### src/shared/ssmt_consts.vh
// Constants for the multibyte synchronous serial unit.
// Assumes a 10 MHz mclk; included by bare name from rtl files.
`ifndef SSMT_CONSTS_VH
`define SSMT_CONSTS_VH
`define SSMT_LEN_16        2'h1
`define SSMT_LEN_32        2'h2
`define SSMT_BYTES_16      3'h2
`define SSMT_BYTES_32      3'h4
`define SSMT_BITS_16       6'h10
`define SSMT_BITS_32       6'h20
`define SSMT_DIV_DEFAULT   8'h04
`define SSMT_IDLE_LEVEL    1'b0
`endif

### src/rtl/ssmt_byte_store.v
// Four-byte register store with registered read data.
// Assumes a single mclk domain and one writer port plus one frame-load port.
`include "ssmt_consts.vh"
module ssmt_byte_store (
  // Clock and reset
  input  wire        mclk,
  input  wire        arst_n,
  // Byte write port
  input  wire        wr_en,
  input  wire [1:0]  wr_addr,
  input  wire [7:0]  wr_data,
  // Whole-word load port
  input  wire        ld_en,
  input  wire [31:0] ld_data,
  // Read port
  input  wire [1:0]  rd_addr,
  output reg  [7:0]  rd_data,
  output wire [31:0] all_data
);
  reg [7:0] mem_reg [0:3];
  integer i;
  assign all_data = {mem_reg[3], mem_reg[2], mem_reg[1], mem_reg[0]};
  always @(posedge mclk or negedge arst_n) begin
    if (!arst_n) begin
      for (i = 0; i < 4; i = i + 1) begin
        mem_reg[i] <= 8'h00;
      end
      rd_data <= 8'h00;
    end else begin
      if (ld_en) begin
        mem_reg[0] <= ld_data[7:0];
        mem_reg[1] <= ld_data[15:8];
        mem_reg[2] <= ld_data[23:16];
        mem_reg[3] <= ld_data[31:24];
      end else if (wr_en) begin
        mem_reg[wr_addr] <= wr_data;
      end
      rd_data <= mem_reg[rd_addr];
    end
  end
endmodule // ssmt_byte_store

### src/rtl/ssmt_serial_unit.v
// Multibyte synchronous serial unit: 16/32-bit frames, MSB first, mode 0.
// Assumes host logic on mclk drives the control ports; the link is a master
// clock derived from mclk. No link clock enters this block.
//
// Behaviour
// - Length 2 runs 32-bit frames, four bytes
// - Length 1 runs 16-bit frames, bytes 0-1
// - Writing transmit bytes clears empty flag
// - 32-bit: byte 3 loaded sets empty flag
// - 16-bit: byte 1 loaded sets empty flag
// - Empty at last bit sets end flag
// - Receive frame to byte registers, set full
// - Reading receive bytes 0 and 1 clears full
`include "ssmt_consts.vh"
module ssmt_serial_unit (
  // Clock and reset
  input  wire       mclk,
  input  wire       arst_n,
  // Configuration
  input  wire [1:0] frame_length_field,
  input  wire       transmit_enable_bit,
  input  wire       receive_enable_bit,
  input  wire [7:0] clk_div,
  // Transmit byte registers
  input  wire       tx_wr,
  input  wire [1:0] tx_addr,
  input  wire [7:0] tx_data,
  // Receive byte registers
  input  wire       rx_rd,
  input  wire [1:0] rx_addr,
  output wire [7:0] rx_data,
  // Flags
  output reg        tx_buffer_empty_flag,
  output reg        tx_end_flag,
  input  wire       tx_end_clr,
  output reg        rx_full_flag,
  output reg        overrun_error_flag,
  input  wire       overrun_clr,
  output wire       bit_period_tick,
  // Serial link
  output reg        sck_out,
  output reg        sdo_out,
  input  wire       sdi_in,
  output reg        cs_n_out
);
  localparam ST_IDLE  = 3'b001;
  localparam ST_SHIFT = 3'b010;
  localparam ST_DONE  = 3'b100;

  reg  [2:0]  state_reg;
  reg  [31:0] shift_reg;
  reg  [5:0]  bits_reg;
  reg  [7:0]  div_reg;
  reg         sdi_s1_reg;
  reg         sdi_s2_reg;
  reg  [1:0]  loaded_len_reg;
  reg         rx_on_reg;
  reg  [1:0]  rd_seen_reg;
  wire        load_go;
  wire        half_tick;
  wire [31:0] tx_all;
  wire [5:0]  frame_bits;
  wire        rx_ld;
  wire [31:0] rx_word;

  function [5:0] len_bits;
    input [1:0] len;
    begin
      len_bits = (len == `SSMT_LEN_32) ? `SSMT_BITS_32 : `SSMT_BITS_16;
    end
  endfunction

  // Two-stage synchroniser on the serial input
  always @(posedge mclk or negedge arst_n) begin
    if (!arst_n) begin
      sdi_s1_reg <= 1'b0;
      sdi_s2_reg <= 1'b0;
    end else begin
      sdi_s1_reg <= sdi_in;
      sdi_s2_reg <= sdi_s1_reg;
    end
  end

  ssmt_byte_store u_tx_store (
    .mclk     (mclk),
    .arst_n   (arst_n),
    .wr_en    (tx_wr),
    .wr_addr  (tx_addr),
    .wr_data  (tx_data),
    .ld_en    (1'b0),
    .ld_data  (32'h00000000),
    .rd_addr  (2'h0),
    .rd_data  (),
    .all_data (tx_all)
  );

  // 16-bit frames land in bytes 0-1, 32-bit in bytes 0-3
  // First received byte lands in byte 0 in both frame lengths
  assign rx_word = (loaded_len_reg == `SSMT_LEN_32) ?
                   {shift_reg[7:0], shift_reg[15:8], shift_reg[23:16], shift_reg[31:24]} :
                   {16'h0000, shift_reg[7:0], shift_reg[15:8]};
  assign rx_ld = (state_reg == ST_DONE) && rx_on_reg;

  ssmt_byte_store u_rx_store (
    .mclk     (mclk),
    .arst_n   (arst_n),
    .wr_en    (1'b0),
    .wr_addr  (2'h0),
    .wr_data  (8'h00),
    .ld_en    (rx_ld),
    .ld_data  (rx_word),
    .rd_addr  (rx_addr),
    .rd_data  (rx_data),
    .all_data ()
  );

  assign frame_bits = len_bits(frame_length_field);
  // Transmission starts once transmit is enabled and the buffer holds fresh data
  assign load_go = (state_reg == ST_IDLE) && transmit_enable_bit && !tx_buffer_empty_flag;
  assign half_tick = (div_reg == 8'h00);
  assign bit_period_tick = half_tick && sck_out;

  // Serial clock divider: half period is clk_div+1 mclk cycles, or 5 when clk_div is 0
  always @(posedge mclk or negedge arst_n) begin
    if (!arst_n) begin
      div_reg <= 8'h00;
    end else if (state_reg != ST_SHIFT || half_tick) begin
      div_reg <= (clk_div == 8'h00) ? `SSMT_DIV_DEFAULT : clk_div;
    end else begin
      div_reg <= div_reg - 8'h01;
    end
  end

  // Frame engine
  always @(posedge mclk or negedge arst_n) begin
    if (!arst_n) begin
      state_reg      <= ST_IDLE;
      shift_reg      <= 32'h00000000;
      bits_reg       <= 6'h00;
      sck_out        <= `SSMT_IDLE_LEVEL;
      sdo_out        <= 1'b0;
      cs_n_out       <= 1'b1;
      loaded_len_reg <= `SSMT_LEN_16;
      rx_on_reg      <= 1'b0;
    end else begin
      case (state_reg)
        ST_IDLE: begin
          sck_out <= `SSMT_IDLE_LEVEL;
          if (load_go) begin
            if (frame_length_field == `SSMT_LEN_32) begin
              shift_reg <= {tx_all[7:0], tx_all[15:8], tx_all[23:16], tx_all[31:24]};
              sdo_out   <= tx_all[7];
            end else begin
              shift_reg <= {tx_all[7:0], tx_all[15:8], 16'h0000};
              sdo_out   <= tx_all[7];
            end
            bits_reg       <= frame_bits;
            loaded_len_reg <= frame_length_field;
            rx_on_reg      <= receive_enable_bit;
            cs_n_out       <= 1'b0;
            state_reg      <= ST_SHIFT;
          end else begin
            cs_n_out <= 1'b1;
          end
        end
        ST_SHIFT: begin
          if (half_tick) begin
            sck_out <= ~sck_out;
            if (!sck_out) begin
              shift_reg <= {shift_reg[30:0], sdi_s2_reg};
            end else begin
              sdo_out  <= shift_reg[31];
              bits_reg <= bits_reg - 6'h01;
              if (bits_reg == 6'h01) begin
                state_reg <= ST_DONE;
              end
            end
          end
        end
        ST_DONE: begin
          if (loaded_len_reg != `SSMT_LEN_32) begin
            shift_reg <= {16'h0000, shift_reg[15:0]};
          end
          state_reg <= ST_IDLE;
        end
        default: begin
          state_reg <= ST_IDLE;
        end
      endcase
    end
  end

  // Transmit flags
  always @(posedge mclk or negedge arst_n) begin
    if (!arst_n) begin
      tx_buffer_empty_flag <= 1'b1;
      tx_end_flag          <= 1'b0;
    end else begin
      if (load_go) begin
        tx_buffer_empty_flag <= 1'b1;
      end else if (tx_wr) begin
        tx_buffer_empty_flag <= 1'b0;
      end
      if (state_reg == ST_DONE && tx_buffer_empty_flag) begin
        tx_end_flag <= 1'b1;
      end else if (tx_end_clr || tx_wr) begin
        tx_end_flag <= 1'b0;
      end
    end
  end

  // Receive flags: full clears after bytes 0 and 1 are both read
  always @(posedge mclk or negedge arst_n) begin
    if (!arst_n) begin
      rx_full_flag       <= 1'b0;
      overrun_error_flag <= 1'b0;
      rd_seen_reg        <= 2'b00;
    end else begin
      if (rx_ld) begin
        rx_full_flag <= 1'b1;
        rd_seen_reg  <= 2'b00;
      end else if (rx_rd && rx_addr[1] == 1'b0) begin
        rd_seen_reg[rx_addr[0]] <= 1'b1;
        if (rd_seen_reg[~rx_addr[0]]) begin
          rx_full_flag <= 1'b0;
        end
      end
      if (rx_ld && rx_full_flag) begin
        overrun_error_flag <= 1'b1;
      end else if (overrun_clr) begin
        overrun_error_flag <= 1'b0;
      end
    end
  end
endmodule // ssmt_serial_unit

### config.mk
export PLATFORM = sky130hd
export DESIGN_NAME = ssmt_serial_unit
export DESIGN_NICKNAME = d
export VERILOG_FILES = /design/src/rtl/ssmt_byte_store.v /design/src/rtl/ssmt_serial_unit.v
export VERILOG_INCLUDE_DIRS = /design/src /design/src/shared
export SDC_FILE = /design/constraint.sdc
export NUM_CORES = 1
export LEC_CHECK = 0
export CORE_MARGIN = 4
export CORE_UTILIZATION = 40
export DETAILED_ROUTE_END_ITERATION = 8
export DONT_BUFFER_PORTS = 1
export HOLD_SLACK_MARGIN = 0.03
export PLACE_DENSITY = 0.61
export SLEW_MARGIN = 20
export SYNTH_ARGS = -nofsm -noshare
export SYNTH_HDL_FRONTEND = slang
export SYNTH_HIERARCHICAL = 1
export SYNTH_SLANG_ARGS = --single-unit
### constraint.sdc
create_clock -name mclk -period 1.89 [get_ports mclk]
set_input_delay 0.189 -clock mclk [delete_from_list [all_inputs] [get_ports mclk]]
set_output_delay 0.189 -clock mclk [all_outputs]
set_load 0.02 [all_outputs]
==> results.yml, run 1 <==
floorplanning:
  ios: 47
  core_um2: 17500
  die-height_um: 142
  initial_core_util_pct: 41.2
  dieArea_um2: 20200
  num_rows: 48
  die_x_um: 142
sta:
  slew_headroom_pct: 57.9
  max_slew.worst_pin.slew_ps: 629
  setup_viol: 0
  finalHoldWorstSlack_ps: -529
  post-route-min-period_ps: 1880
  hold_viol: 135
  rsz0062_at_grt: "yes"
  final_max_slew_viol_count: 0
  tns_ps: 0
  worst_slack_ps: 8.15
  clock.fmax_mhz: 531
  period_share_pct: 99.6
  fin_skew_ps: 6.84
outcome:
  run_status: "complete, but fails checks"
  violations: "hold timing"
job:
  drv_cap: 0
yosys:
  syn_area_per_cell_um2: 9.84
  syn_area_um2: 7190
  yosysWarningCount: 6
  syn_inst: 731
placement:
  portBuffers: 0
  gp_congestion: 0.864
  pre_cts_ws_ps: 28.1
  hpwl_um: 11400
clock_tree:
  cts_made_buffers: 17
  path_clk_slew_ps: 60
  root_buffer: "clkbuf_16"
  cts_tree: "yes"
  clock-sinks: 135
  clk_path_buf_depth: 2
  cts_hold_buffers: 27
  clock_latency_ps: 420
  ctsHtreeMaxLevel: 4
grt:
  grt_use_met3_pct: 4.17
  grt_use_total_pct: 17.4
  grt_pass1_wl_um: 27800
  busiest_layer: "met2"
  globalRouteMet2Util_pct: 25.7
  antenna_found_initial: 0
  grt_overflow: 0
  grt_max_degree: 136
  grt_use_met1_pct: 25.6
  grt_pass1_vias: 5161
power:
  vdd_drop_max_mv: 0.751
  power_leakage_nw: 4.03
  total_power_w: 0.0109
  power.density_nw_per_um2: 1250
finish:
  multi_input_area_um2: 3800
  layout-drive-gt1-share_pct: 17.5
  fillers: 1598
  syn_to_final_growth_pct: 21.4
  nets: 866
  postLayoutCoreUtil_pct: 50.0
  ff_latch_area_um2: 3380
  num_antenna_cells: 0
drt:
  drc: 0
  drt_iter0_markers: 243
  drt-total-wl_um: 16900
  ant_nets: 0
  vias: 5331
  via_per_inst: 4.99
  firstDrtPassIters: 4
  drt-wirelength-per-cell_um: 15.8
setup_path:
  crit_slowest_cell: "dfstp_2"
  cp_top_family: "flip-flops"
  crit_chain: "inv_2 -> or3_4 -> o221a_4 -> clkbuf_16 -> mux2_4"
  arrival_ps: 2180
  worst_setup_path_end_kind: "flop"
  cp-start-kind: "flop"
  path_class: "flop to flop"
  cpPeakStageDelay_ps: 610
  worst-path-max-fanout: 8
  critPathBufInv: 2
  required_ps: 2190
min_path:
  worstHoldPathType: "input port to asynchronous set/reset pin"
final cells by class:
class / count / area share, %
clock inverters: 7 / 0.773
clock buffers: 25 / 5.79
inverters: 13 / 0.559
flip-flops and latches: 135 / 38.7
repair buffers: 66 / 7.36
well taps: 225 / 3.22
multi-input cells: 598 / 43.6
power breakdown:
group | internal (W) | switching [W]
clock | 0.00198 | 0.00121
sequential | 0.00355 | 0.000634
combinational | 0.00203 | 0.00153
total | 0.00756 | 0.00337
placed cells by master, fill, tap and decap left out, drive strengths merged, types with 16 or more instances in the layout:
master,count
a21oi,145
dfrtp,131
nand2,102
nor2b,70
conb,68
mux2,52
buf,38
dlygate4sd3,27
clkbuf,26
nor2,20
and2,18
a22o,16
through the flow:
| stage | instance area [um2] | cells |
|---|---|---|
| floorplan | 7460 | 798 |
| global placement | 7760 | 1002 |
| detailed placement | 7760 | 1002 |
| CTS | 8610 | 1061 |
| global route | 8740 | 1069 |
| finish | 8740 | 1069 |
path summary, 6_finish.rpt:
check                                  start                    end  slack, ps  cells after the start
worst max register to register  state_reg[0]          shift_reg[23]          8                      5
worst min register to register    sdi_s1_reg             sdi_s2_reg        350                      0
min in group mclk                 clk_div[3]             div_reg[2]         50                      3
worst max-delay path            state_reg[0]          shift_reg[23]          8                      5
max in group asynchronous             arst_n           state_reg[0]       2180                      0
worst min-delay path                  arst_n  u_rx_store/rd_data[0]       -530                      0
layer usage:
layer / vias to the layer above / wire length (um)
li1: 2684 / -
met1: 2552 / 8480
met2: 85 / 7680
met3: 10 / 637
met4: 0 / 126
met5: - / 0
repair_timing:
action,in CTS,in global routing
resized for setup,2,13
gates cloned,0,1
endpoints found under the setup margin,1,17
endpoints found under the hold margin,193,135
pin swaps,0,4
setup buffers,0,7
Power figures use the tool's default switching activity.
==> inputs of run 2 (changes only) <==
Settings changed: CELL_PAD_IN_SITES_DETAIL_PLACEMENT set to 1, CELL_PAD_IN_SITES_GLOBAL_PLACEMENT set to 1, PLACE_DENSITY 0.61 to 0.73.
==> run 2 against run 1 <==
  * The flow finishes with violations (hold timing, setup timing)
  * Combinational power up 16%
  * Hold slack worse by 13 ps
  * Total power up 8.0%
  * Cell count up 0.65%
  * Sequential cell count unchanged
  * Die area unchanged
  * Critical path depth up 3
  * Design area up 2.8%
  * Wire length up 28%
  * Non-clock buffer count up 9
  * Critical path type unchanged
  * Largest power group unchanged
  * Highest routed layer unchanged
==> results.yml, run 2 (synthesis results as in run 1) <==
floorplanning:
  initial_core_util_pct: 41.2
  core_um2: 17500
  num_rows: 48
  die-height_um: 142
  ios: 47
  dieArea_um2: 20200
  die_x_um: 142
sta:
  clock.fmax_mhz: 519
  tns_ps: -522
  period_share_pct: 102
  max_slew.worst_pin.slew_ps: 570
  hold_viol: 135
  post-route-min-period_ps: 1930
  worst_slack_ps: -38.1
  fin_skew_ps: 6.90
  final_max_slew_viol_count: 0
  finalHoldWorstSlack_ps: -541
  setup_viol: 25
  slew_headroom_pct: 61.9
  rsz0062_at_grt: "yes"
clock_tree:
  clock-sinks: 135
  clock_latency_ps: 430
  root_buffer: "clkbuf_16"
  cts_made_buffers: 17
  cts_tree: "yes"
  clk_path_buf_depth: 2
  ctsHtreeMaxLevel: 4
  cts_hold_buffers: 27
  path_clk_slew_ps: 60
power:
  pwr-share-clk_pct: 29.0
  power_switching_share_pct: 32.4
  total_power_w: 0.0118
  power_leakage_nw: 4.17
  combPwrFrac_pct: 34.9
  pwr-share-seq_pct: 36.1
  intPower_w: 0.00799
  vdd_drop_max_mv: 0.666
  power.density_nw_per_um2: 1320
  switchingPower_w: 0.00382
drt:
  drt-wirelength-per-cell_um: 20.1
  firstDrtPassIters: 4
  drt_iter0_markers: 371
  ant_nets: 0
  via_per_inst: 5.41
  drc: 0
  drt-total-wl_um: 21600
  vias: 5825
finish:
  fin_cells: 1076
  nets: 875
  syn_to_final_growth_pct: 24.8
  fillers: 1985
  num_antenna_cells: 0
  layout-drive-gt1-share_pct: 19.6
  postLayoutCellArea_um2: 8980
  mostFrequentLayoutCell: "a21oi_1"
  final_cell_mix: "144 x a21oi_1, 128 x dfrtp_1, 101 x nand2_1"
outcome:
  run_status: "complete, but fails checks"
  violations: "hold timing, setup timing"
setup_path:
  required_ps: 2200
  critPathLaunch: "div_reg[0]"
  r2r-start: "div_reg[0]"
  worst-path-max-fanout: 8
  worstReg2RegEnd: "shift_reg[6]"
  cp-start-kind: "flop"
  arrival_ps: 2240
  reg2reg_depth: 8
  worst_setup_path_end_kind: "flop"
  path_class: "flop to flop"
  reg2reg_setup_slack_ps: -40
grt:
  grt_overflow: 0
  globalRouteMet2Util_pct: 35.2
  antenna_found_initial: 0
  grt_pass1_wl_um: 33800
  busiest_layer: "met2"
  grt_use_met3_pct: 4.74
  grt_use_total_pct: 21.3
  grt_pass1_vias: 6211
  grt_use_met1_pct: 28.2
  grt_max_degree: 136
placement:
  dpl_cell_area_um2: 7730
  hpwl_um: 13900
  place_inst: 1001
  portBuffers: 0
  gp_congestion: 0.816
min_path:
  worstHoldPathType: "input port to asynchronous set/reset pin"
job:
  drv_cap: 0
## run 2: metrics by stage
stage / utilization (%) / setup WS, ps
detailed placement: 44.2 / -7.92
finish: 51.4 / -38.1
CTS: 49.9 / -16.1
global route: 51.4 / -88.2
floorplan: - / -72.2
global placement: 44.2 / 48.8
## run 2: area by class of cell
type	count	area [um2]	area share, %
Sequential cell	135	3390	37.7
Clock buffer	20	437	4.86
Inverter	13	48.8	0.544
Clock inverter	10	155	1.73
Timing Repair Buffer	75	732	8.15
Multi-Input combinational cell	598	3940	43.8
Tap cell	225	282	3.14
## run 2: how the worst max path moves through the flow
stage | endpoint | slack, ps | cells after the start
floorplan | shift_reg[21] | -70 | 6
detailed placement | shift_reg[20] | -8 | 5
global route | shift_reg[6] | -90 | 7
global placement | shift_reg[28] | 50 | 5
CTS | shift_reg[4] | -20 | 7
finish | shift_reg[6] | -40 | 8
## run 2: worst max-delay path: stages, from the launching register on
cell and delay [ps]:
dfrtp_1 370, inv_2 70, ha_4 160, buf_6 110, and4b_2 230, buf_6 130, o21bai_4 220, clkbuf_16 220
mux2_4 300
## run 2: what timing repair did
action | CTS | global route
endpoints found under the setup margin | 8 | 42
resized for setup | 11 | 44
hold endpoints to repair | 193 | 135
pin swaps | 2 | 8
buffers inserted | 8 | 8
gates cloned | 1 | 1
## run 2: routing by layer
layer / routed length [um] / share of wire [%] / vias up
li1: - / - / 2710
met1: 9580 / 44 / 2929
met2: 10500 / 48 / 138
met3: 1010 / 4.7 / 48
met4: 549 / 2.5 / 0
met5: 0 / 0 / -
## run 2: power groups by stage
stage / registers, W / clock network (W) / logic (W)
2_1_floorplan: 0.00399 / 0 / 0.00263
3_3_place_gp: 0.00423 / 0 / 0.00303
3_5_place_dp: 0.00428 / 0 / 0.00319
4_1_cts: 0.00423 / 0.00348 / 0.00359
5_1_grt: 0.00433 / 0.00360 / 0.00443
6_report: 0.00427 / 0.00342 / 0.00412
==> inputs of run 3 (changes only) <==
Settings changed: CORE_ASPECT_RATIO set to 1.1, REMOVE_ABC_BUFFERS set to 1.
==> run 3 against run 2 <==
  * The run still ends with hold timing, setup timing left
  * Design area fell by 1.6%
  * Total power fell by 2.5%
  * Hold slack improved by 7.7 ps
  * Via count fell by 1.9%
  * Clock-buffer cell count did not move
  * Global-route usage fell by 0.75 points
  * Sequential share of layout area rose by 0.57 points
  * Register-to-register slack got worse by 130 ps
  * Largest cell class unchanged
  * Highest routed layer unchanged
==> results.yml, run 3 (synthesis results as in run 1) <==
finish:
  mostFrequentLayoutCell: "a21oi_1"
  syn_to_final_growth_pct: 22.8
  nets: 866
  postLayoutCoreUtil_pct: 50.0
  layout-drive-gt1-share_pct: 18.6
  num_antenna_cells: 0
  fin_cells: 1082
  final_cell_mix: "143 x a21oi_1, 131 x dfrtp_1, 100 x nand2_1"
clock_tree:
  path_clk_slew_ps: 60
  ctsHtreeMaxLevel: 4
  clock-sinks: 135
  root_buffer: "clkbuf_16"
  cts_hold_buffers: 27
  cts_made_buffers: 17
  clk_path_buf_depth: 2
  clock_latency_ps: 420
  cts_tree: "yes"
grt:
  grt_max_degree: 136
  grt_use_total_pct: 20.6
  grt_overflow: 0
  grt_pass1_wl_um: 32600
  grt_pass1_vias: 6234
  antenna_found_initial: 0
power:
  power_leakage_nw: 4.04
  vdd_drop_max_mv: 0.773
  power.density_nw_per_um2: 1300
job:
  drv_cap: 0
sta:
  period_share_pct: 109
  slew_headroom_pct: 61.4
  clock.fmax_mhz: 486
  post-route-min-period_ps: 2060
  max_slew.worst_pin.slew_ps: 576
  rsz0062_at_grt: "yes"
  finalHoldWorstSlack_ps: -533
  setup_viol: 16
  hold_viol: 135
  worst_slack_ps: -167
  fin_skew_ps: 8.11
  final_max_slew_viol_count: 0
setup_path:
  cp-start-kind: "flop"
  arrival_ps: 2360
  worst_setup_path_end_kind: "flop"
  critPathBufInv: 2
  worst-path-max-fanout: 16
  crit_chain: "buf_6 -> nor4bb_1 -> o21ai_1 -> o21bai_2 -> buf_12 -> mux2_2"
  cp_top_family: "simple AND/OR/NAND/NOR gates"
  reg2reg_setup_slack_ps: -170
  path_class: "flop to flop"
  required_ps: 2190
  cpPeakStageDelay_ps: 490
  crit_slowest_cell: "nor4bb_1"
floorplanning:
  dieArea_um2: 20200
  die-height_um: 149
  die_x_um: 136
  initial_core_util_pct: 40.7
  core_um2: 17700
  num_rows: 51
  ios: 47
drt:
  via_per_inst: 5.28
  drt-total-wl_um: 20100
  drc: 0
  drt-wirelength-per-cell_um: 18.6
  ant_nets: 0
  firstDrtPassIters: 4
  drt_iter0_markers: 223
  vias: 5713
placement:
  place_inst: 1011
  portBuffers: 0
  hpwl_um: 13500
  pre_cts_ws_ps: -58.2
  gp_congestion: 0.805
outcome:
  violations: "hold timing, setup timing"
  run_status: "complete, but fails checks"
min_path:
  worstHoldPathType: "input port to asynchronous set/reset pin"
run 3: cell count changes in the layout (fill, tap and decap cells not counted), sizes merged:
cell,before,now
clkinvlp,2,3
clkinv,4,5
buf,47,39
clkbuf,21,20
run 3: final timing paths:
check	start	endpoint	cells after the start
max	state_reg[1]	shift_reg[8]	6
min	arst_n	u_rx_store/all_data[7]	0
max reg2reg	state_reg[1]	shift_reg[8]	6
min reg2reg	sdi_s1_reg	sdi_s2_reg	0
max in group asynchronous	arst_n	tx_buffer_empty_flag	0
min in group mclk	rx_addr[1]	rd_seen_reg[1]	3
run 3: power breakdown:
part | switching, W | internal, W
combinational | 0.00173 | 0.00203
sequential | 0.000642 | 0.00355
clock | 0.00129 | 0.00227
total | 0.00366 | 0.00785
run 3: metrics by stage:
| step | setup TNS (ps) | instance area [um2] | hold WS (ps) | power [W] |
|---|---|---|---|---|
| finish | -2500 | 8830 | -533 | 0.0115 |
| global route | -3330 | 8830 | -556 | 0.0121 |
| CTS | 0 | 8720 | -551 | 0.0114 |
| detailed placement | -271 | 7730 | -99.8 | 0.00743 |
| global placement | -273 | 7730 | -99.1 | 0.00723 |
| floorplan | -67990 | 7160 | -107 | 0.00634 |
run 3: cell type report:
type | count | area (um2)
clock buffers | 20 | 457
clock inverters | 12 | 175
fillers | 2023 | 8840
inverters | 13 | 48.8
multi-input cells | 598 | 3830
flip-flops and latches | 135 | 3380
well taps | 238 | 298
repair buffers | 66 | 646
run 3: what timing repair did:
action,in CTS,in global routing
hold endpoints to repair,192,135
buffers inserted,3,7
gates cloned,1,1
setup endpoints to repair,17,39
pin swaps,2,6
gates resized for setup,11,15
run 3: metal layers:
| metal | vias up | track usage [%] | share of wire, % |
|---|---|---|---|
| met5 | - | 0 | 0 |
| met4 | 0 | 6.70 | 1.5 |
| met3 | 19 | 3.38 | 3.5 |
| met2 | 92 | 35.7 | 52 |
| met1 | 2909 | 26.1 | 43 |
| li1 | 2693 | - | - |
